==> src/rtl/swc_pkg.sv <==
/*
 * package for the sleep/wake controller: register map, field positions,
 * reset values and timing constants.
 * assumes a 10 MHz system clock and a classic wishbone register port.
 */
package swc_pkg;
	// register word offsets (byte address = 4 * index)
	localparam logic [13:0] SWC_IDX_OPTION = 14'h0081;
	localparam logic [13:0] SWC_IDX_CONFIG = 14'h2007;
	localparam logic [13:0] SWC_IDX_STATUS = 14'h0003;
	localparam logic [13:0] SWC_IDX_INTCTL = 14'h000B;
	localparam logic [13:0] SWC_IDX_WDCNT = 14'h0010;
	// reset values
	localparam logic [7:0] SWC_OPTION_RST = 8'hFF;
	localparam logic [7:0] SWC_CONFIG_RST = 8'h0F;
	// status fields
	localparam int SWC_ST_PD = 3;
	localparam int SWC_ST_TO = 4;
	// config fields
	localparam int SWC_CF_OSC_LO = 0;
	localparam int SWC_CF_OSC_HI = 1;
	localparam int SWC_CF_WATCHDOG_ENABLE_FUSE = 2;
	// option fields
	localparam int SWC_OP_PSA = 3;
	// interrupt control fields: enables 6, 4 and 3, global 7
	localparam int SWC_IC_GIE = 7;
	localparam int SWC_IC_EDGE_EN = 4;
	localparam int SWC_IC_PORT_EN = 3;
	localparam int SWC_IC_MEM_EN = 6;
	// rc oscillator mode code
	localparam logic [1:0] SWC_OSC_RC = 2'h3;
	// interrupt vector
	localparam logic [12:0] SWC_IRQ_VECTOR = 13'h0004;
	// oscillator start-up delay, in oscillator periods
	localparam int SWC_OST_PERIODS = 1024;
	localparam int SWC_CLK_NS = 100;
	localparam int SWC_OST_CYCLES = SWC_OST_PERIODS;
	// watchdog base period in system cycles (shortened by parameter)
	localparam int SWC_WD_BASE = 180000;
endpackage

==> src/rtl/swc_sleep_wake.sv <==
/*
 * sleep/wake controller: halt entry, wake detection, oscillator start-up
 * wait, watchdog with prescaler, status flags, register port.
 * assumes the core pulses i_halt_exec / i_wdclr_exec for one cycle and
 * follows o_core_clk_en, o_resume, o_vector_req and o_core_reset.
 */
`timescale 1ns/1ps
module swc_sleep_wake
	import swc_pkg::*;
#(
	parameter int WD_BASE = SWC_WD_BASE
) (
	// clock and reset
	input wire logic i_clk_sys,
	input wire logic i_reset,
	// wishbone slave
	input wire logic i_wb_cyc,
	input wire logic i_wb_stb,
	input wire logic i_wb_we,
	input wire logic [15:0] i_wb_adr,
	input wire logic [3:0] i_wb_sel,
	input wire logic [31:0] i_wb_dat,
	output logic [31:0] o_wb_dat,
	output logic o_wb_ack,
	// core side
	input wire logic i_halt_exec,
	input wire logic i_wdclr_exec,
	input wire logic i_external_reset_pin_n,
	input wire logic i_edge_irq_flag,
	input wire logic i_port_irq_flag,
	input wire logic i_mem_irq_flag,
	input wire logic i_timer_irq_flag,
	input wire logic [12:0] i_pc,
	output logic o_core_clk_en,
	output logic o_prefetch_req,
	output logic [12:0] o_prefetch_addr,
	output logic o_resume,
	output logic o_vector_req,
	output logic [12:0] o_vector_addr,
	output logic o_core_reset,
	output logic o_external_reset_pin_oe,
	output logic o_pin_hold,
	output logic o_periph_irq_gate
);

	////////////////////////////////////////////////////////////////
	typedef enum {ST_RUN, ST_SLEEP, ST_OST, ST_WAKE} swc_state_e;

	typedef struct packed {
		swc_state_e st;
		logic [7:0] option;
		logic [7:0] intctl;
		logic pd;
		logic to;
		logic [31:0] wd_cnt;
		logic [7:0] ps_cnt;
		logic [10:0] ost_cnt;
		logic ack;
		logic [31:0] rdat;
		logic pf_req;
		logic [12:0] pf_addr;
		logic resume;
		logic vec;
		logic rst;
	} swc_s;

	swc_s state_reg, state_next;
	logic [7:0] config_word; // fuses, fixed at build
	logic [3:0] enabled_pend; // flag and own enable
	logic any_wake_irq;
	logic pin_reset;
	logic wd_timeout;
	logic [31:0] wd_limit;
	logic [13:0] idx;
	logic hit;

	assign config_word = SWC_CONFIG_RST;

	////////////////////////////////////////////////////////////////
	// wake sources, individual enables only
	always_comb begin
		enabled_pend[0] = i_edge_irq_flag & state_reg.intctl[SWC_IC_EDGE_EN];
		enabled_pend[1] = i_port_irq_flag & state_reg.intctl[SWC_IC_PORT_EN];
		enabled_pend[2] = i_mem_irq_flag & state_reg.intctl[SWC_IC_MEM_EN];
		// timer is q-clock based, so it cannot wake
		enabled_pend[3] = 1'b0;
		any_wake_irq = |enabled_pend;
		pin_reset = ~i_external_reset_pin_n;
		// prescaler assigned to watchdog stretches the period
		if (state_reg.option[SWC_OP_PSA])
			wd_limit = WD_BASE << state_reg.option[2:0];
		else
			wd_limit = WD_BASE;
		wd_timeout = config_word[SWC_CF_WATCHDOG_ENABLE_FUSE] &&
			(state_reg.wd_cnt >= wd_limit - 32'h1);
		idx = i_wb_adr[15:2];
		hit = (idx == SWC_IDX_OPTION) || (idx == SWC_IDX_CONFIG) ||
			(idx == SWC_IDX_STATUS) || (idx == SWC_IDX_INTCTL) ||
			(idx == SWC_IDX_WDCNT);
	end

	////////////////////////////////////////////////////////////////
	// next-state logic
	always_comb begin
		state_next = state_reg;
		state_next.pf_req = 1'b0;
		state_next.resume = 1'b0;
		state_next.vec = 1'b0;
		state_next.rst = 1'b0;
		state_next.ack = 1'b0;
		// watchdog runs from its own oscillator, also asleep
		if (config_word[SWC_CF_WATCHDOG_ENABLE_FUSE])
			state_next.wd_cnt = state_reg.wd_cnt + 32'h1;
		// register port: single-cycle ack, none while acking
		if (i_wb_cyc && i_wb_stb && !state_reg.ack) begin
			state_next.ack = 1'b1;
			state_next.rdat = 32'h0;
			case (idx)
				SWC_IDX_OPTION: state_next.rdat[7:0] = state_reg.option;
				SWC_IDX_CONFIG: state_next.rdat[7:0] = config_word;
				SWC_IDX_STATUS: begin
					state_next.rdat[SWC_ST_PD] = state_reg.pd;
					state_next.rdat[SWC_ST_TO] = state_reg.to;
				end
				SWC_IDX_INTCTL: state_next.rdat[7:0] = state_reg.intctl;
				SWC_IDX_WDCNT: state_next.rdat = state_reg.wd_cnt;
				default: state_next.rdat = 32'h0;
			endcase
			if (i_wb_we && i_wb_sel[0] && hit) begin
				if (idx == SWC_IDX_OPTION)
					state_next.option = i_wb_dat[7:0];
				if (idx == SWC_IDX_INTCTL)
					state_next.intctl = i_wb_dat[7:0];
			end
		end
		// clear instruction clears count and prescaler
		if (i_wdclr_exec) begin
			state_next.wd_cnt = 32'h0;
			state_next.ps_cnt = 8'h0;
		end
		case (state_reg.st)
			ST_RUN: begin
				// halt is the only way
				if (i_halt_exec) begin
					state_next.pf_req = 1'b1;
					state_next.pf_addr = i_pc + 13'h1;
					if (any_wake_irq &&
						!state_reg.intctl[SWC_IC_GIE]) begin
						// halt completes as a nop
						state_next.resume = 1'b1;
					end else begin
						state_next.wd_cnt = 32'h0;
						state_next.ps_cnt = 8'h0;
						state_next.pd = 1'b0;
						state_next.to = 1'b1;
						state_next.st = ST_SLEEP;
					end
				end else if (wd_timeout) begin
					// awake timeout resets, pin left alone
					state_next.to = 1'b0;
					state_next.wd_cnt = 32'h0;
					state_next.rst = 1'b1;
				end
			end
			ST_SLEEP: begin
				// enabled interrupt wakes at once after halt
				if (wd_timeout || any_wake_irq) begin
					if (wd_timeout) begin
						state_next.to = 1'b0;
						state_next.wd_cnt = 32'h0;
					end
					state_next.ost_cnt = 11'h0;
					// rc mode skips the start-up delay
					if (config_word[SWC_CF_OSC_HI:SWC_CF_OSC_LO] ==
						SWC_OSC_RC)
						state_next.st = ST_WAKE;
					else
						state_next.st = ST_OST;
				end
			end
			ST_OST: begin
				// count oscillator periods before release
				state_next.ost_cnt = state_reg.ost_cnt + 11'h1;
				if (state_reg.ost_cnt == 11'(SWC_OST_CYCLES - 1))
					state_next.st = ST_WAKE;
			end
			ST_WAKE: begin
				// run next instruction, then vector if enabled
				state_next.resume = 1'b1;
				state_next.vec = state_reg.intctl[SWC_IC_GIE];
				state_next.st = ST_RUN;
			end
			default: state_next.st = ST_RUN;
		endcase
		// reset pin wake is a full reset, to set, pd set only if running
		if (pin_reset) begin
			state_next.st = ST_RUN;
			state_next.rst = 1'b1;
			state_next.option = SWC_OPTION_RST;
			state_next.intctl = 8'h0;
			state_next.wd_cnt = 32'h0;
			state_next.ost_cnt = 11'h0;
			if (state_reg.st == ST_RUN)
				state_next.pd = 1'b1;
			state_next.to = 1'b1;
		end
	end

	////////////////////////////////////////////////////////////////
	// state register; power-on sets both flags
	always_ff @(posedge i_clk_sys or posedge i_reset) begin
		if (i_reset) begin
			state_reg <= '{st: ST_RUN, option: SWC_OPTION_RST,
				intctl: 8'h0, pd: 1'b1, to: 1'b1, wd_cnt: 32'h0,
				ps_cnt: 8'h0, ost_cnt: 11'h0, ack: 1'b0,
				rdat: 32'h0, pf_req: 1'b0, pf_addr: 13'h0,
				resume: 1'b0, vec: 1'b0, rst: 1'b0};
		end else begin
			state_reg <= state_next;
		end
	end

	////////////////////////////////////////////////////////////////
	// outputs
	assign o_wb_ack = state_reg.ack;
	assign o_wb_dat = state_reg.rdat;
	// core clock stays gated until wake and delay done
	assign o_core_clk_en = (state_reg.st == ST_RUN);
	assign o_prefetch_req = state_reg.pf_req;
	assign o_prefetch_addr = state_reg.pf_addr;
	assign o_resume = state_reg.resume;
	assign o_vector_req = state_reg.vec;
	assign o_vector_addr = SWC_IRQ_VECTOR;
	assign o_core_reset = state_reg.rst;
	// never drive the reset pin
	assign o_external_reset_pin_oe = 1'b0;
	// pin drivers freeze while not running
	assign o_pin_hold = (state_reg.st != ST_RUN);
	// q-clock peripherals cannot raise interrupts asleep
	assign o_periph_irq_gate = (state_reg.st == ST_RUN);

	////////////////////////////////////////////////////////////////
	// checks
	property p_halt_sleep;
		@(posedge i_clk_sys) disable iff (i_reset)
		(state_reg.st == ST_RUN && i_halt_exec && !pin_reset &&
		 !(any_wake_irq && !state_reg.intctl[SWC_IC_GIE]))
		|=> (!state_reg.pd && state_reg.to && !o_core_clk_en);
	endproperty
	a_halt_sleep: assert property (p_halt_sleep)
		else $error("halt did not enter sleep");

	property p_halt_nop;
		@(posedge i_clk_sys) disable iff (i_reset)
		(state_reg.st == ST_RUN && i_halt_exec && !pin_reset &&
		 any_wake_irq && !state_reg.intctl[SWC_IC_GIE])
		|=> (o_core_clk_en && $stable(state_reg.pd) && o_resume);
	endproperty
	a_halt_nop: assert property (p_halt_nop)
		else $error("pending halt not a nop");

	property p_pin_never;
		@(posedge i_clk_sys) disable iff (i_reset)
		!o_external_reset_pin_oe;
	endproperty
	a_pin_never: assert property (p_pin_never)
		else $error("reset pin driven");

	property p_only_halt;
		@(posedge i_clk_sys) disable iff (i_reset)
		(state_reg.st == ST_RUN && !i_halt_exec) |=> o_core_clk_en;
	endproperty
	a_only_halt: assert property (p_only_halt)
		else $error("sleep without halt");

	property p_ost_len;
		@(posedge i_clk_sys) disable iff (i_reset || pin_reset)
		(state_reg.st == ST_SLEEP && any_wake_irq &&
		 state_next.st == ST_OST) |=> !o_core_clk_en [*8];
	endproperty
	a_ost_len: assert property (p_ost_len)
		else $error("start-up delay cut short");

	property p_prefetch;
		@(posedge i_clk_sys) disable iff (i_reset)
		(state_reg.st == ST_RUN && i_halt_exec && !pin_reset)
		|=> (o_prefetch_req && o_prefetch_addr == $past(i_pc) + 13'h1);
	endproperty
	a_prefetch: assert property (p_prefetch)
		else $error("no prefetch of next address");

	property p_vec;
		@(posedge i_clk_sys) disable iff (i_reset)
		o_vector_req |-> ($past(state_reg.st) == ST_WAKE &&
			o_resume && o_vector_addr == 13'h0004);
	endproperty
	a_vec: assert property (p_vec)
		else $error("vector outside wake");

	property p_pin_wake;
		@(posedge i_clk_sys) disable iff (i_reset)
		(state_reg.st == ST_SLEEP && pin_reset)
		|=> (o_core_reset && !state_reg.pd && state_reg.to);
	endproperty
	a_pin_wake: assert property (p_pin_wake)
		else $error("pin wake not a reset");

	property p_wd_awake;
		@(posedge i_clk_sys) disable iff (i_reset)
		(state_reg.st == ST_RUN && wd_timeout && !i_halt_exec &&
		 !pin_reset) |=> (o_core_reset && !state_reg.to);
	endproperty
	a_wd_awake: assert property (p_wd_awake)
		else $error("awake watchdog timeout missed");

	property p_hold;
		@(posedge i_clk_sys) disable iff (i_reset)
		(state_reg.st == ST_SLEEP) |-> (o_pin_hold && !o_periph_irq_gate);
	endproperty
	a_hold: assert property (p_hold)
		else $error("pins not held in sleep");
endmodule

==> config.mk <==
export PLATFORM = sky130hd
export DESIGN_NAME = swc_sleep_wake
export DESIGN_NICKNAME = d
export VERILOG_FILES = /design/src/rtl/swc_pkg.sv /design/src/rtl/swc_sleep_wake.sv
export SDC_FILE = /design/constraint.sdc
export NUM_CORES = 1
export LEC_CHECK = 0
export ABC_AREA = 1
export BUFFER_PORTS_ARGS = -buffer_cell sky130_fd_sc_hd__buf_4
export CAP_MARGIN = 20
export CORE_UTILIZATION = 51
export CTS_CLUSTER_DIAMETER = 150
export DETAILED_ROUTE_END_ITERATION = 16
export GPL_TIMING_DRIVEN = 0
export PLACE_DENSITY = 0.74
export SYNTH_ARGS = -nofsm -noshare
export SYNTH_HDL_FRONTEND = slang
export SYNTH_SLANG_ARGS = --single-unit
==> constraint.sdc <==
create_clock -name i_clk_sys -period 3.3 [get_ports i_clk_sys]
set_input_delay 0.165 -clock i_clk_sys [delete_from_list [all_inputs] [get_ports i_clk_sys]]
set_output_delay 0.165 -clock i_clk_sys [all_outputs]
set_load 0.005 [all_outputs]
# Word level (Yosys, flattened, before mapping)
# Index checks and enable logic that the tools add are counted.
[word_totals]
register_bits = 151
input_bits = 77
out_inout_bits = 67
word_cells = 105
[classes]
addsub = 4
n_lt_le_gt_ge = 1
n_eq_ne = 20
shift = 1
n_mux = 39
n_bitwise = 3
reduce_logical = 22
[ops]
columns = ["cell", "count"]
rows = [
  ["2-to-1 mux 32 bit", 5],
  ["2-to-1 mux 33 bit", 4],
  ["one-hot mux 32 bit (3 select lines)", 1],
  ["2-to-1 mux 82 bit", 1],
  ["one-hot mux 33 bit (2 select lines)", 1],
  ["equality test 32 x 2 -> 1 bit (second input constant)", 2],
  ["zero test 32 bit", 2],
  ["2-to-1 mux 42 bit", 1],
  ["2-to-1 mux 40 bit", 1],
  ["adder 32 x 1 -> 32 bit (second input constant)", 1],
  ["equality test 32 x 1 -> 1 bit (second input constant)", 1],
  [">= comparator 32 bit", 1],
  ["2-to-1 mux 16 bit", 2],
  ["2-to-1 mux 8 bit", 4],
  ["nonzero test 32 bit", 1],
  ["<< shifter 18 x 3 -> 32 bit (first input constant)", 1],
  ["subtractor 32 x 1 -> 32 bit (second input constant)", 1],
  ["2-to-1 mux 24 bit", 1],
  ["2-to-1 mux 11 bit", 2],
  ["one-hot mux 11 bit (2 select lines)", 1],
  ["2-to-1 mux 15 bit", 1],
  ["equality test 14 bit (second input constant)", 1],
  ["equality test 14 x 2 -> 1 bit (second input constant)", 1],
  ["equality test 14 x 4 -> 1 bit (second input constant)", 1],
  ["23 further kinds", 52],
]

# Depth between registers and ports, before layout
# Gate-level depths: netlist of run 1.
[logic_depth]
ltp_word = 9
mapped_depth = 23
depth_no_buf = 22

# Least setup slack after synthesis of run 1
# Ideal clock, no wire load.
[synth_timing]
kind = "register to register"
startpoint = "reg state_reg[111] (netlist name)"
endpoint = "reg state_reg[87] (netlist name)"
setup_ps = 121
t_arrival_ps = 3015
required_time_ps = 3179
setup_slack_ps = 164
stages_incl_launch_ff = 22
path_buffers = 1
period_less_slack_ps = 3136
cell_sequence = "dfstp_2 > inv_1 > ha_1 > o21ai_0 > nor2_1 > nand4_1 > nor2_1 > xor2_1 > ha_1 > nand2_1 > nor2_1 > and2_1 > nand2_1 > nand3_2 > nand2_2 > nand2_1 > nand3_2 > nand2_4 > nand2_2 > nand2_4 > buf_6 > nor2_1"
[synth_rtl]
columns = ["item", "line_no", "source"]
rows = [
  ["start: declaration", "swc_sleep_wake.sv:67", "swc_s state_reg, state_next;"],
  ["start signal: assignment", "swc_sleep_wake.sv:213", "state_reg <= '{st: ST_RUN, option: SWC_OPTION_RST,"],
  ["start signal: assignment", "swc_sleep_wake.sv:219", "state_reg <= state_next;"],
]

# Final worst setup path of run 1
[layout_timing]
startpoint = "reg state_reg[111] (netlist name)"
endpoint = "reg state_reg[57] (netlist name)"
[layout_via]
elab_chain_cells = 7
[layout_rtl]
columns = ["item", "line_no", "source"]
rows = [
  ["<< shifter 18 x 3 -> 32 bit", "swc_sleep_wake.sv:91", "wd_limit = WD_BASE << state_reg.option[2:0];"],
  ["2-to-1 mux 32 bit", "swc_sleep_wake.sv:90", "if (state_reg.option[SWC_OP_PSA])"],
  ["subtractor 32 x 1 -> 32 bit", "swc_sleep_wake.sv:95", "(state_reg.wd_cnt >= wd_limit - 32'h1);"],
  [">= comparator 32 bit", "swc_sleep_wake.sv:95", ""],
  ["logical OR 1 bit", "swc_sleep_wake.sv:167", "if (wd_timeout || any_wake_irq) begin"],
  ["!= test 3 bit (no source line)", "-", ""],
  ["AND reduction 2 bit (no source line)", "-", ""],
]
# Every way passes these cells.
# A chain may end at the register's enable or synchronous reset.

==> summary.md, run 1 <==
| Metric | Value |
|---|---|
| Status | finished clean |
| TritonCTS clock tree | done |
| Area Growth Syn to Fin | 28.0% |
| CP Launch Type | flop |
| Sequential share of the synthesized area | 0.377 |
| Initial antenna violation count | 0 |
| PortBufs | 98 |
| Vias in the first global route | 6178 |
| CP delay by family, top | simple AND/OR/NAND/NOR gates |
| H-tree levels | 4 |
| Die height | 124 microns |
| Die Wd | 124 microns |
| Syn. warnings | 0 |
| Pin count of the biggest net entering global routing | 85 |
| DR pass1 iterations | 5 |
| Fin cells | 1348 |
| Clk buf depth | 2 |
| Synth cell types | 43 |
| Crit path time final | 3.25 ns |
| Core ar. | 0.0145 sq mm |
| Antenna viol nets, final | 0 |
| Asr flop ratio synth | 1.00 |
| PD cells | 496 mW/mm^2 |
| Worst Path Required | 3.64 ns |
| LEAKAGE | 0.00484 uW |
| Cell Area, Synth | 0.00753 sq mm |
| Worst Hold Class | input pin to flop |
| Avg Inst Size Synth | approximately 7.6 sq um |
| Final instance area | ~0.0096 sq mm |
| Die area | 0.0153 sq mm |
| # setup viols final | 0 |
| Sink Count | around 110 |
| VDD IR max | 0.378 mV |
| Layout cells sized above 1 | 0.271 |
| Final WL | 19300 microns |
| Total GRT Usage | 0.253 |
| First-iteration detailed-routing DRC count | 513 |
| Slowest CP cell | dfstp_2 |
| Worst slew margin | 0.430 |
| Synth Register Bits | 113 |
| Rows | 44 |
| CP Buf/Inv Count | 3 |
| Cells after Synth | about 990 |
| CTS clock-pin slew for the worst setup and hold paths | approximately 0.050 ns |
| Remaining DRCs | 0 |
| Worst path cell trace | inv_4, ha_4, o21ai_4, nor2_2, nand4_1, buf_4, xor2_1, ha_1, a21oi_1, nor2_1, nor2_1, nand3_2, nand2_4, nand4_1, nand2_2, buf_6, nand2_1, o21ai_1 |
| Max reg flops | 63 |
| Final weighted congestion of routability-driven global placement | 0.874 |
| Skew final | 0.00729 ns |
| Worst-Skew Late Latency | 0.42 ns |
| Critical path fanouts, max | 6 |
| Fin nets | roughly 1300 |
| Boundary pin count | 144 |
| Total gr overflow | 0 |
| Area occupied by registers | about 0.0028 sq mm |
| Fill count | approximately 1300 |
| Crit. End Element | flop |
| Top FF cell, synth | dfrtp_1 |
| First-pass GRT wire length | ~29000 microns |
| Number of flops mapped to enable cells by yosys | 0 |
| Root Buffer | clkbuf_16 |
| Num CTS Buffers | 17 |
| Final core occ | 0.666 |
| Worst setup path category | flop to flop |
| Highest Clock Rate | ~310 MHz |
| Slew Limit Fails | 0 |
| Actual slew at the worst max-slew pin | 0.847 ns |
| Dpl cells | 1290 |
| Max Cap Viol | 0 |
| Final cycle utilization of the critical path | 0.986 |
| Antenna cell count | 0 |
| DP Wirelength | roughly 14000 microns |
| DP Area | 0.00860 sq mm |
| Starting density of the core | 0.520 |
| Final hold vios | 0 |
| Area of the multi-input gates | 0.00398 sq mm |
| Data arrival, critical path | 3.59 ns |
| Via count | 6962 |
| RSZ-0062 raised after global routing | yes |
| Slowest stage delay, CP | 0.56 ns |
| WL/cell | approximately 14 microns |
| Vias per std cell | 5.16 |
| Accumulated negative setup slack | 0 ns |
[cell type report]
| class | count | share of cell area |
|---|---|---|
| sequential | 113 | 0.295 |
| multi-input combinational | 701 | 0.412 |
| buffer | 81 | 0.0599 |
| inverter | 112 | 0.0446 |
| tap | 184 | 0.0239 |
| clock inverter | 11 | 0.0117 |
| clock buffer | 21 | 0.0477 |
| timing repair buffer | 125 | 0.105 |
[path summary, 6_finish.rpt]
| kind | endpoint | slack, ns | startpoint | cells past startpoint |
|---|---|---|---|---|
| setup / recovery | state_reg[57] | 0.05 | state_reg[111] | 18 |
| hold / removal | state_reg[115] | 0.01 | i_wb_dat[4] | 3 |
| setup reg to reg | state_reg[57] | 0.05 | state_reg[111] | 18 |
| hold reg to reg | state_reg[69] | 0.46 | state_reg[69] | 1 |
| max in group asynchronous | state_reg[115] | 2.29 | i_reset | 4 |
| min in group asynchronous | o_wb_dat[27] | 0.26 | i_reset | 3 |
[cell usage after synthesis (4+ instances only)]
master    number  area [sq um]
nor2_4         4          45.0
inv_1        107           402
nor3_1        19          95.1
nand4_1       34           213
a21o_1         4          30.0
dfrtp_1      103          2580
nand2_1      253           950
or2_2          7          43.8
o21ai_0       70           350
buf_4         60           450
dfstp_2       10           263
nor4_1         4          25.0
clkbuf_1      12          45.0
xor2_1        31           272
o31ai_1       20           150
nor2_2         8          50.1
a21oi_1       24           120
inv_2          4          15.0
nand3_1       45           225
ha_1          41           513
buf_2          5          25.0
nor2_1        82           308
nand2_2        6          37.5
[worst reg2reg max path: stages, from the launching register on]
cell and delay [ns]:
dfstp_2 0.56, inv_4 0.05, ha_4 0.29, o21ai_4 0.07
nor2_2 0.15, nand4_1 0.15, buf_4 0.17, xor2_1 0.14
ha_1 0.29, a21oi_1 0.16, nor2_1 0.06, nor2_1 0.13
nand3_2 0.12, nand2_4 0.13, nand4_1 0.19, nand2_2 0.24
buf_6 0.15, nand2_1 0.04, o21ai_1 0.08
[layer usage]
layer,global-route usage,share of wire,wire length (microns)
met5,0,0,0
met1,0.339,0.45,8660
met2,0.397,0.48,9170
met3,0.0535,0.052,1010
met4,0.101,0.024,468
[kinds of logic after synthesis]
group / after synthesis / synth area share
adders and majority gates: 41 / 0.0681
AOI/OAI and AO/OA: 127 / 0.0962
buffers and inverters: 193 / 0.129
and+or+nand+nor: 478 / 0.289
xor gates and xnor gates: 34 / 0.0395
other: 2 / 0.000997
DFF: 113 / 0.377
[cells in the final DEF (no fill, tap or decap), types with 3 or more instances in the layout]
cell type,n
nand2_1,249
buf_4,177
inv_1,103
dfrtp_1,103
nor2_1,56
o21ai_0,55
nand3_1,44
ha_1,39
nand4_1,34
xor2_1,31
nor2_2,30
a21oi_1,23
conb_1,21
o31ai_1,20
clkbuf_16,19
nor3_1,18
clkbuf_1,14
o21ai_1,12
dfstp_2,10
nor2_4,8
nand2_2,8
or2_2,7
clkinv_2,6
inv_2,5
buf_6,5
a21o_1,4
nand2_4,4
nand3_4,4
nor4_1,4
buf_2,3
and2_1,3
xnor2_1,3
nor3_4,3
buf_8,3
clkinvlp_4,3
[report_power, final]
part | leakage [uW] | total (uW) | internal (uW) | switching [uW]
Clock | 0.000278 | 1790 | 1140 | 654
Combinational | 0.00306 | 1350 | 658 | 695
Sequential | 0.00151 | 1630 | 1540 | 92.1
[per-stage QoR]
step / total power, uW / hold slack, ns / setup slack (ns)
global route: 5030 / 0.0170 / -0.126
detailed placement: 2720 / 0.159 / -0.384
floorplan: 2320 / 0.277 / 0.164
CTS: 4540 / 0.00471 / 0.00624
global placement: 2700 / 0.390 / -1.26
finish: 4780 / 0.0126 / 0.0464
[repair_timing]
action | in CTS | in global routing
setup endpoints to repair | 45 | 39
buffers inserted | 6 | 14
hold buffers | 2 | 0
hold endpoints to repair | 30 | 0
resized for setup | 10 | 75
pin swaps | 1 | 12
cloned | 0 | 4
Power figures use the tool's default switching activity.
==> run 2: changes to the inputs <==
--- a/config.mk
+++ b/config.mk
@@ -8,7 +8,9 @@
 export ABC_AREA = 1
 export BUFFER_PORTS_ARGS = -buffer_cell sky130_fd_sc_hd__buf_4
 export CAP_MARGIN = 20
-export CORE_UTILIZATION = 51
+export CELL_PAD_IN_SITES_DETAIL_PLACEMENT = 0
+export CELL_PAD_IN_SITES_GLOBAL_PLACEMENT = 1
+export CORE_UTILIZATION = 37
 export CTS_CLUSTER_DIAMETER = 150
 export DETAILED_ROUTE_END_ITERATION = 16
 export GPL_TIMING_DRIVEN = 0
==> run 2 against run 1 <==
Effect of this change: critical path depth did not move; cell area rose by 1.0%; critical endpoint is now state_reg[53]; count of clock-buffer cells in the layout increased by 2; critical path type unchanged; worst setup slack improved by 0.067 ns; core utilization down 17 points; via count is 3.3% lower; largest power group unchanged; combinational power down 5%; first-iteration DRC count is 35% lower; clock skew rose by 0.0018 ns.
==> summary.md, run 2 (synthesis gave the netlist of run 1 again) <==
| Metric | Value |
|---|---|
| Num CTS Buffers | 17 |
| Fin nets | 1266 |
| Worst Path Required | 3.65 ns |
| DR pass1 iterations | 5 |
| Max reg flops | 63 |
| WL/cell | 14.1 microns |
| Starting density of the core | 0.382 |
| Hold WS | around 0.019 ns |
| Highest Clock Rate | 314 MHz |
| Final WL | 20100 microns |
| First-pass GRT wire length | 31500 microns |
| Met2 Usage GRT | 0.316 |
| CTS clock-pin slew for the worst setup and hold paths | 0.06 ns |
| Clk buf depth | 2 |
| GR peak layer | met2 |
| Vias per std cell | around 4.7 |
| Critical path fanouts, max | 6 |
| TritonCTS clock tree | done |
| CP Launch Type | flop |
| Vias in the first global route | 6079 |
| Worst Hold Class | input pin to flop |
| VDD IR max | 0.348 mV |
| Total gr overflow | 0 |
| Final weighted congestion of routability-driven global placement | 0.836 |
| Layout cells sized above 1 | 0.270 |
| Sink Count | 113 |
| First-iteration detailed-routing DRC count | ~330 |
| # setup viols final | 0 |
| Met3 Track Usage GR | 0.0415 |
| Worst slew margin | 0.204 |
| Slack of the worst reg-to-reg path | about 0.11 ns |
| Remaining DRCs | 0 |
| Actual slew at the worst max-slew pin | 1.18 ns |
| Die area | 0.0209 sq mm |
| Antenna cell count | 0 |
| HP Start | i_wb_dat[0] |
| Hold path depth | 3 |
| CP Launch Point | state_reg[111] |
| Fin cells | around 1400 |
| FF-to-FF End | state_reg[53] |
| Crit. End Element | flop |
| Initial antenna violation count | 0 |
| PD cells | ~500 mW/mm^2 |
| Skew final | 0.00914 ns |
| Core ar. | between 0.015 and 0.02 sq mm |
| Die height | between 100 and 150 microns |
| Worst Hold End | state_reg[111] |
| RSZ-0062 raised after global routing | yes |
| Crit path time final | 3.19 ns |
| R2R Path Start | state_reg[111] |
| PortBufs | 98 |
| Final hold vios | 0 |
| Slew Limit Fails | 0 |
| FF-to-FF path depth | 18 |
| Final cycle utilization of the critical path | 0.965 |
| Boundary pin count | 144 |
| Most frequent cells in the layout | nand2_1, buf_4, dfrtp_1, inv_1, nor2_1 |
| DP Wirelength | 15200 microns |
| Pin count of the biggest net entering global routing | 71 |
| Worst setup path category | flop to flop |
| Via count | a little under 7000 |
| M1 GR Usage | 0.270 |
| Rows | 51 |
| Status | finished clean |
| Antenna viol nets, final | 0 |
| Data arrival, critical path | 3.53 ns |
| Die Wd | 145 microns |
| Dpl cells | around 1400 |
| Worst-Skew Late Latency | ~0.42 ns |
| Area Growth Syn to Fin | 29.3% |
| Max Cap Viol | 0 |
| Total GRT Usage | 0.198 |
| LEAKAGE | between 0.004 and 0.005 uW |
| Root Buffer | clkbuf_16 |
| Commonest non-fill, non-tap cell in the layout | nand2_1 |
| H-tree levels | 4 |
## run 2: cell type report
type                    count  area [sq um]
repair buffers            122           977
well taps                 265           332
clock buffers              23           498
flip-flops and latches    113          2840
inverters                 112           428
plain buffers              81           574
clock inverters             9           104
multi-input cells         701          3990
fillers                  1957          9980
## run 2: how the worst max path moves through the flow
stage	endpoint	slack (ns)	cells past startpoint
final	state_reg[53]	0.11	18
after global routing	state_reg[50]	-0.05	19
after CTS	state_reg[76]	0.008	22
after detailed placement	state_reg[80]	-0.47	19
after global placement	state_reg[71]	-1.40	2
after floorplan	o_core_reset	0.16	1
## run 2: timing repair
item,4_1_cts,5_1_grt
cloned,2,2
hold endpoints to repair,46,0
pin swaps,4,15
hold buffers,4,0
buffers inserted,4,11
resized for setup,18,73
endpoints found under the setup margin,46,37
## run 2: stage by stage
step	TNS (ns)	setup slack [ns]	total power (uW)	utilization	instance area (sq um)
after CTS	0	0.00816	4690	0.480	9460
after global routing	-0.754	-0.0540	5060	0.494	9740
after detailed placement	-15.40	-0.470	2740	0.441	8700
after global placement	-159.64	-1.40	2730	0.440	8670
after floorplan	0	0.164	2320	-	7600
final	0	0.114	4790	0.494	9740
## run 2: report_power, final
part | leakage [uW] | switching [uW] | internal, uW
Clock | 0.000295 | 667 | 1210
Sequential | 0.00151 | 95.6 | 1540
Combinational | 0.00305 | 682 | 601
Total | 0.00486 | 1440 | 3350
## run 2: metal layers
| layer | part of all wire | up-vias | wire length, microns |
|---|---|---|---|
| met2 | 0.46 | 149 | 9340 |
| met3 | 0.040 | 16 | 810 |
| li1 | - | 3468 | - |
| met4 | 0.013 | 0 | 264 |
| met5 | 0 | - | 0 |
| met1 | 0.48 | 3099 | 9720 |
## run 2: critical path, stage by stage (launching register included)
cell     delay, ns
dfstp_2       0.57
inv_4         0.06
ha_4          0.29
o21ai_4       0.08
nor2_2        0.14
nand4_1       0.14
buf_4         0.16
xor2_1        0.13
ha_1          0.29
a21oi_1       0.15
nor2_1        0.05
nor2_1        0.11
nand3_2       0.13
nand2_4       0.14
nand4_1       0.18
nand2_2       0.22
buf_6         0.16
nand2_2       0.05
o21ai_2       0.05
==> run 3: changes to the inputs <==
--- a/config.mk
+++ b/config.mk
@@ -10,11 +10,11 @@
 export CAP_MARGIN = 20
 export CELL_PAD_IN_SITES_DETAIL_PLACEMENT = 0
 export CELL_PAD_IN_SITES_GLOBAL_PLACEMENT = 1
-export CORE_UTILIZATION = 37
+export CORE_UTILIZATION = 41
 export CTS_CLUSTER_DIAMETER = 150
 export DETAILED_ROUTE_END_ITERATION = 16
 export GPL_TIMING_DRIVEN = 0
-export PLACE_DENSITY = 0.74
+export PLACE_DENSITY = 0.78
 export SYNTH_ARGS = -nofsm -noshare
 export SYNTH_HDL_FRONTEND = slang
 export SYNTH_SLANG_ARGS = --single-unit
==> constraint.sdc (replaced) <==
create_clock -name i_clk_sys -period 3.4 [get_ports i_clk_sys]
set_input_delay 0.17 -clock i_clk_sys [delete_from_list [all_inputs] [get_ports i_clk_sys]]
set_output_delay 0.17 -clock i_clk_sys [all_outputs]
set_load 0.005 [all_outputs]
==> run 3 against run 2 <==
Effect of this change: non-clock buffer count rose by 1; sequential cell count is the same; worst setup slack gained 0.063 ns; combinational power barely moved.
==> summary.md, run 3 (synthesis gave the netlist of run 1 again) <==
| Metric | Value |
|---|---|
| Status | finished clean |
| DR pass1 iterations | 5 |
| Max reg flops | 63 |
| Vias in the first global route | 6013 |
| Final worst slack | 0.177 ns |
| Total GRT Usage | 0.215 |
| Remaining DRCs | 0 |
| Fill count | 1765 |
| Final weighted congestion of routability-driven global placement | 0.845 |
| DP Wirelength | 14800 microns |
| Die Wd | 138 microns |
| Worst Path Required | 3.73 ns |
| TritonCTS clock tree | done |
| Critical path fanouts, max | 6 |
| Pin count of the biggest net entering global routing | 59 |
| Via count | 6695 |
| Num CTS Buffers | 17 |
| Final WL | 19800 microns |
| Commonest non-fill, non-tap cell in the layout | nand2_1 |
| Final hold vios | 0 |
| VDD IR max | 0.396 mV |
| Die height | 138 microns |
| CTS clock-pin slew for the worst setup and hold paths | 0.05 ns |
| RSZ-0062 raised after global routing | yes |
| WL/cell | 14.2 microns |
| Area occupied by registers | 0.00284 sq mm |
| Rows | 49 |
| CP Launch Type | flop |
| Initial antenna violation count | 0 |
| Worst setup path category | flop to flop |
| LEAKAGE | ~0.0048 uW |
| Worst slew margin | 0.215 |
| Sink Count | 113 |
| PD cells | 471 mW/mm^2 |
| Data arrival, critical path | 3.56 ns |
| Total gr overflow | 0 |
| Skew final | around 0.011 ns |
| Worst slack, placed | -0.354 ns |
| Max Cap Viol | 0 |
| Vias per std cell | 4.82 |
| H-tree levels | 4 |
| Worst Hold Class | input pin to flop |
| Core ar. | roughly 0.018 sq mm |
| First-iteration detailed-routing DRC count | a little over 400 |
| Most frequent cells in the layout | nand2_1, buf_4, inv_1, dfrtp_1, nor2_1 |
| Starting density of the core | 0.419 |
| Crit path time final | between 3 and 4 ns |
| Final core occ | 0.536 |
| Final cycle utilization of the critical path | 0.948 |
| Layout cells sized above 1 | 0.252 |
| Crit. End Element | flop |
| Area of the multi-input gates | 0.00393 sq mm |
| PortBufs | slightly below 100 |
| Actual slew at the worst max-slew pin | 1.17 ns |
| First-pass GRT wire length | 30800 microns |
| # setup viols final | 0 |
| Antenna cell count | 0 |
| Clk buf depth | 2 |
| Highest Clock Rate | 310 MHz |
| Root Buffer | clkbuf_16 |
| Fin nets | between 1000 and 1500 |
| Boundary pin count | 144 |
| Die area | 0.0189 sq mm |
| Worst-Skew Late Latency | 0.42 ns |
| Area Growth Syn to Fin | 27.8% |
| Slew Limit Fails | 0 |
| Antenna viol nets, final | 0 |
==> run 3: path summary, 6_finish.rpt <==
path | start | to | slack (ns) | cells after the start
worst min-delay path | i_wb_dat[0] | state_reg[111] | 0.007 | 3
max in group asynchronous | i_reset | state_reg[113] | 2.32 | 4
worst min register to register | state_reg[69] | state_reg[69] | 0.46 | 1
worst max register to register | state_reg[111] | state_reg[50] | 0.18 | 20
worst max-delay path | state_reg[111] | state_reg[50] | 0.18 | 20
min in group asynchronous | i_reset | o_prefetch_addr[5] | 0.35 | 3
==> run 3: worst max-delay path, cell delays in order (launching register included) <==
cell and delay (ns):
dfstp_2 0.57, inv_4 0.06, ha_4 0.28, o21ai_4 0.06, nor2_2 0.14, nand4_1 0.16
nor2_2 0.15, xor2_1 0.20, ha_1 0.27, nand2_2 0.08, nor2_2 0.04, and2_1 0.12
nand2_1 0.06, nand3_2 0.11, nand2_4 0.11, buf_6 0.10, nand4_1 0.15, nand2_2 0.21
buf_6 0.15, nand2_1 0.04, o21ai_0 0.07
==> run 3: through the flow <==
stage          instances  setup TNS (ns)  total power [uW]  area (sq um)  hold WS [ns]
2_1_floorplan       1007               0              2250          7600         0.282
3_3_place_gp        1334         -145.19              2650          8630         0.397
3_5_place_dp        1335          -10.43              2660          8660         0.263
4_1_cts             1376               0              4380          9350      0.000584
5_1_grt             1390          -0.855              4780          9620        0.0149
6_report            1390               0              4530          9620       0.00683
==> run 3: power breakdown <==
group          internal [uW]  switching (uW)
sequential              1490            90.1
combinational            614             679
clock                   1030             623
total                   3140            1390
==> run 3: final cells by class <==
type | instances | share of cell area
buffer | 81 | 0.0605
clock buffer | 25 | 0.0536
clock inverter | 5 | 0.00286
inverter | 112 | 0.0447
multi-input combinational | 702 | 0.409
sequential | 113 | 0.295
tap | 229 | 0.0298
timing repair buffer | 123 | 0.105
==> run 3: repair_timing <==
item	in CTS	in global routing
setup endpoints to repair	42	40
gates cloned	1	4
pin swaps	5	13
endpoints found under the hold margin	58	0
resized for setup	12	54
hold buffers	4	0
setup buffers	6	10
==> run 3: routing by layer <==
metal,vias to the layer above,share of wire,global-route usage
met1,3073,0.47,0.291
met2,140,0.47,0.349
met3,20,0.036,0.0350
li1,3462,-,-
met5,-,0,0
met4,0,0.016,0.0690
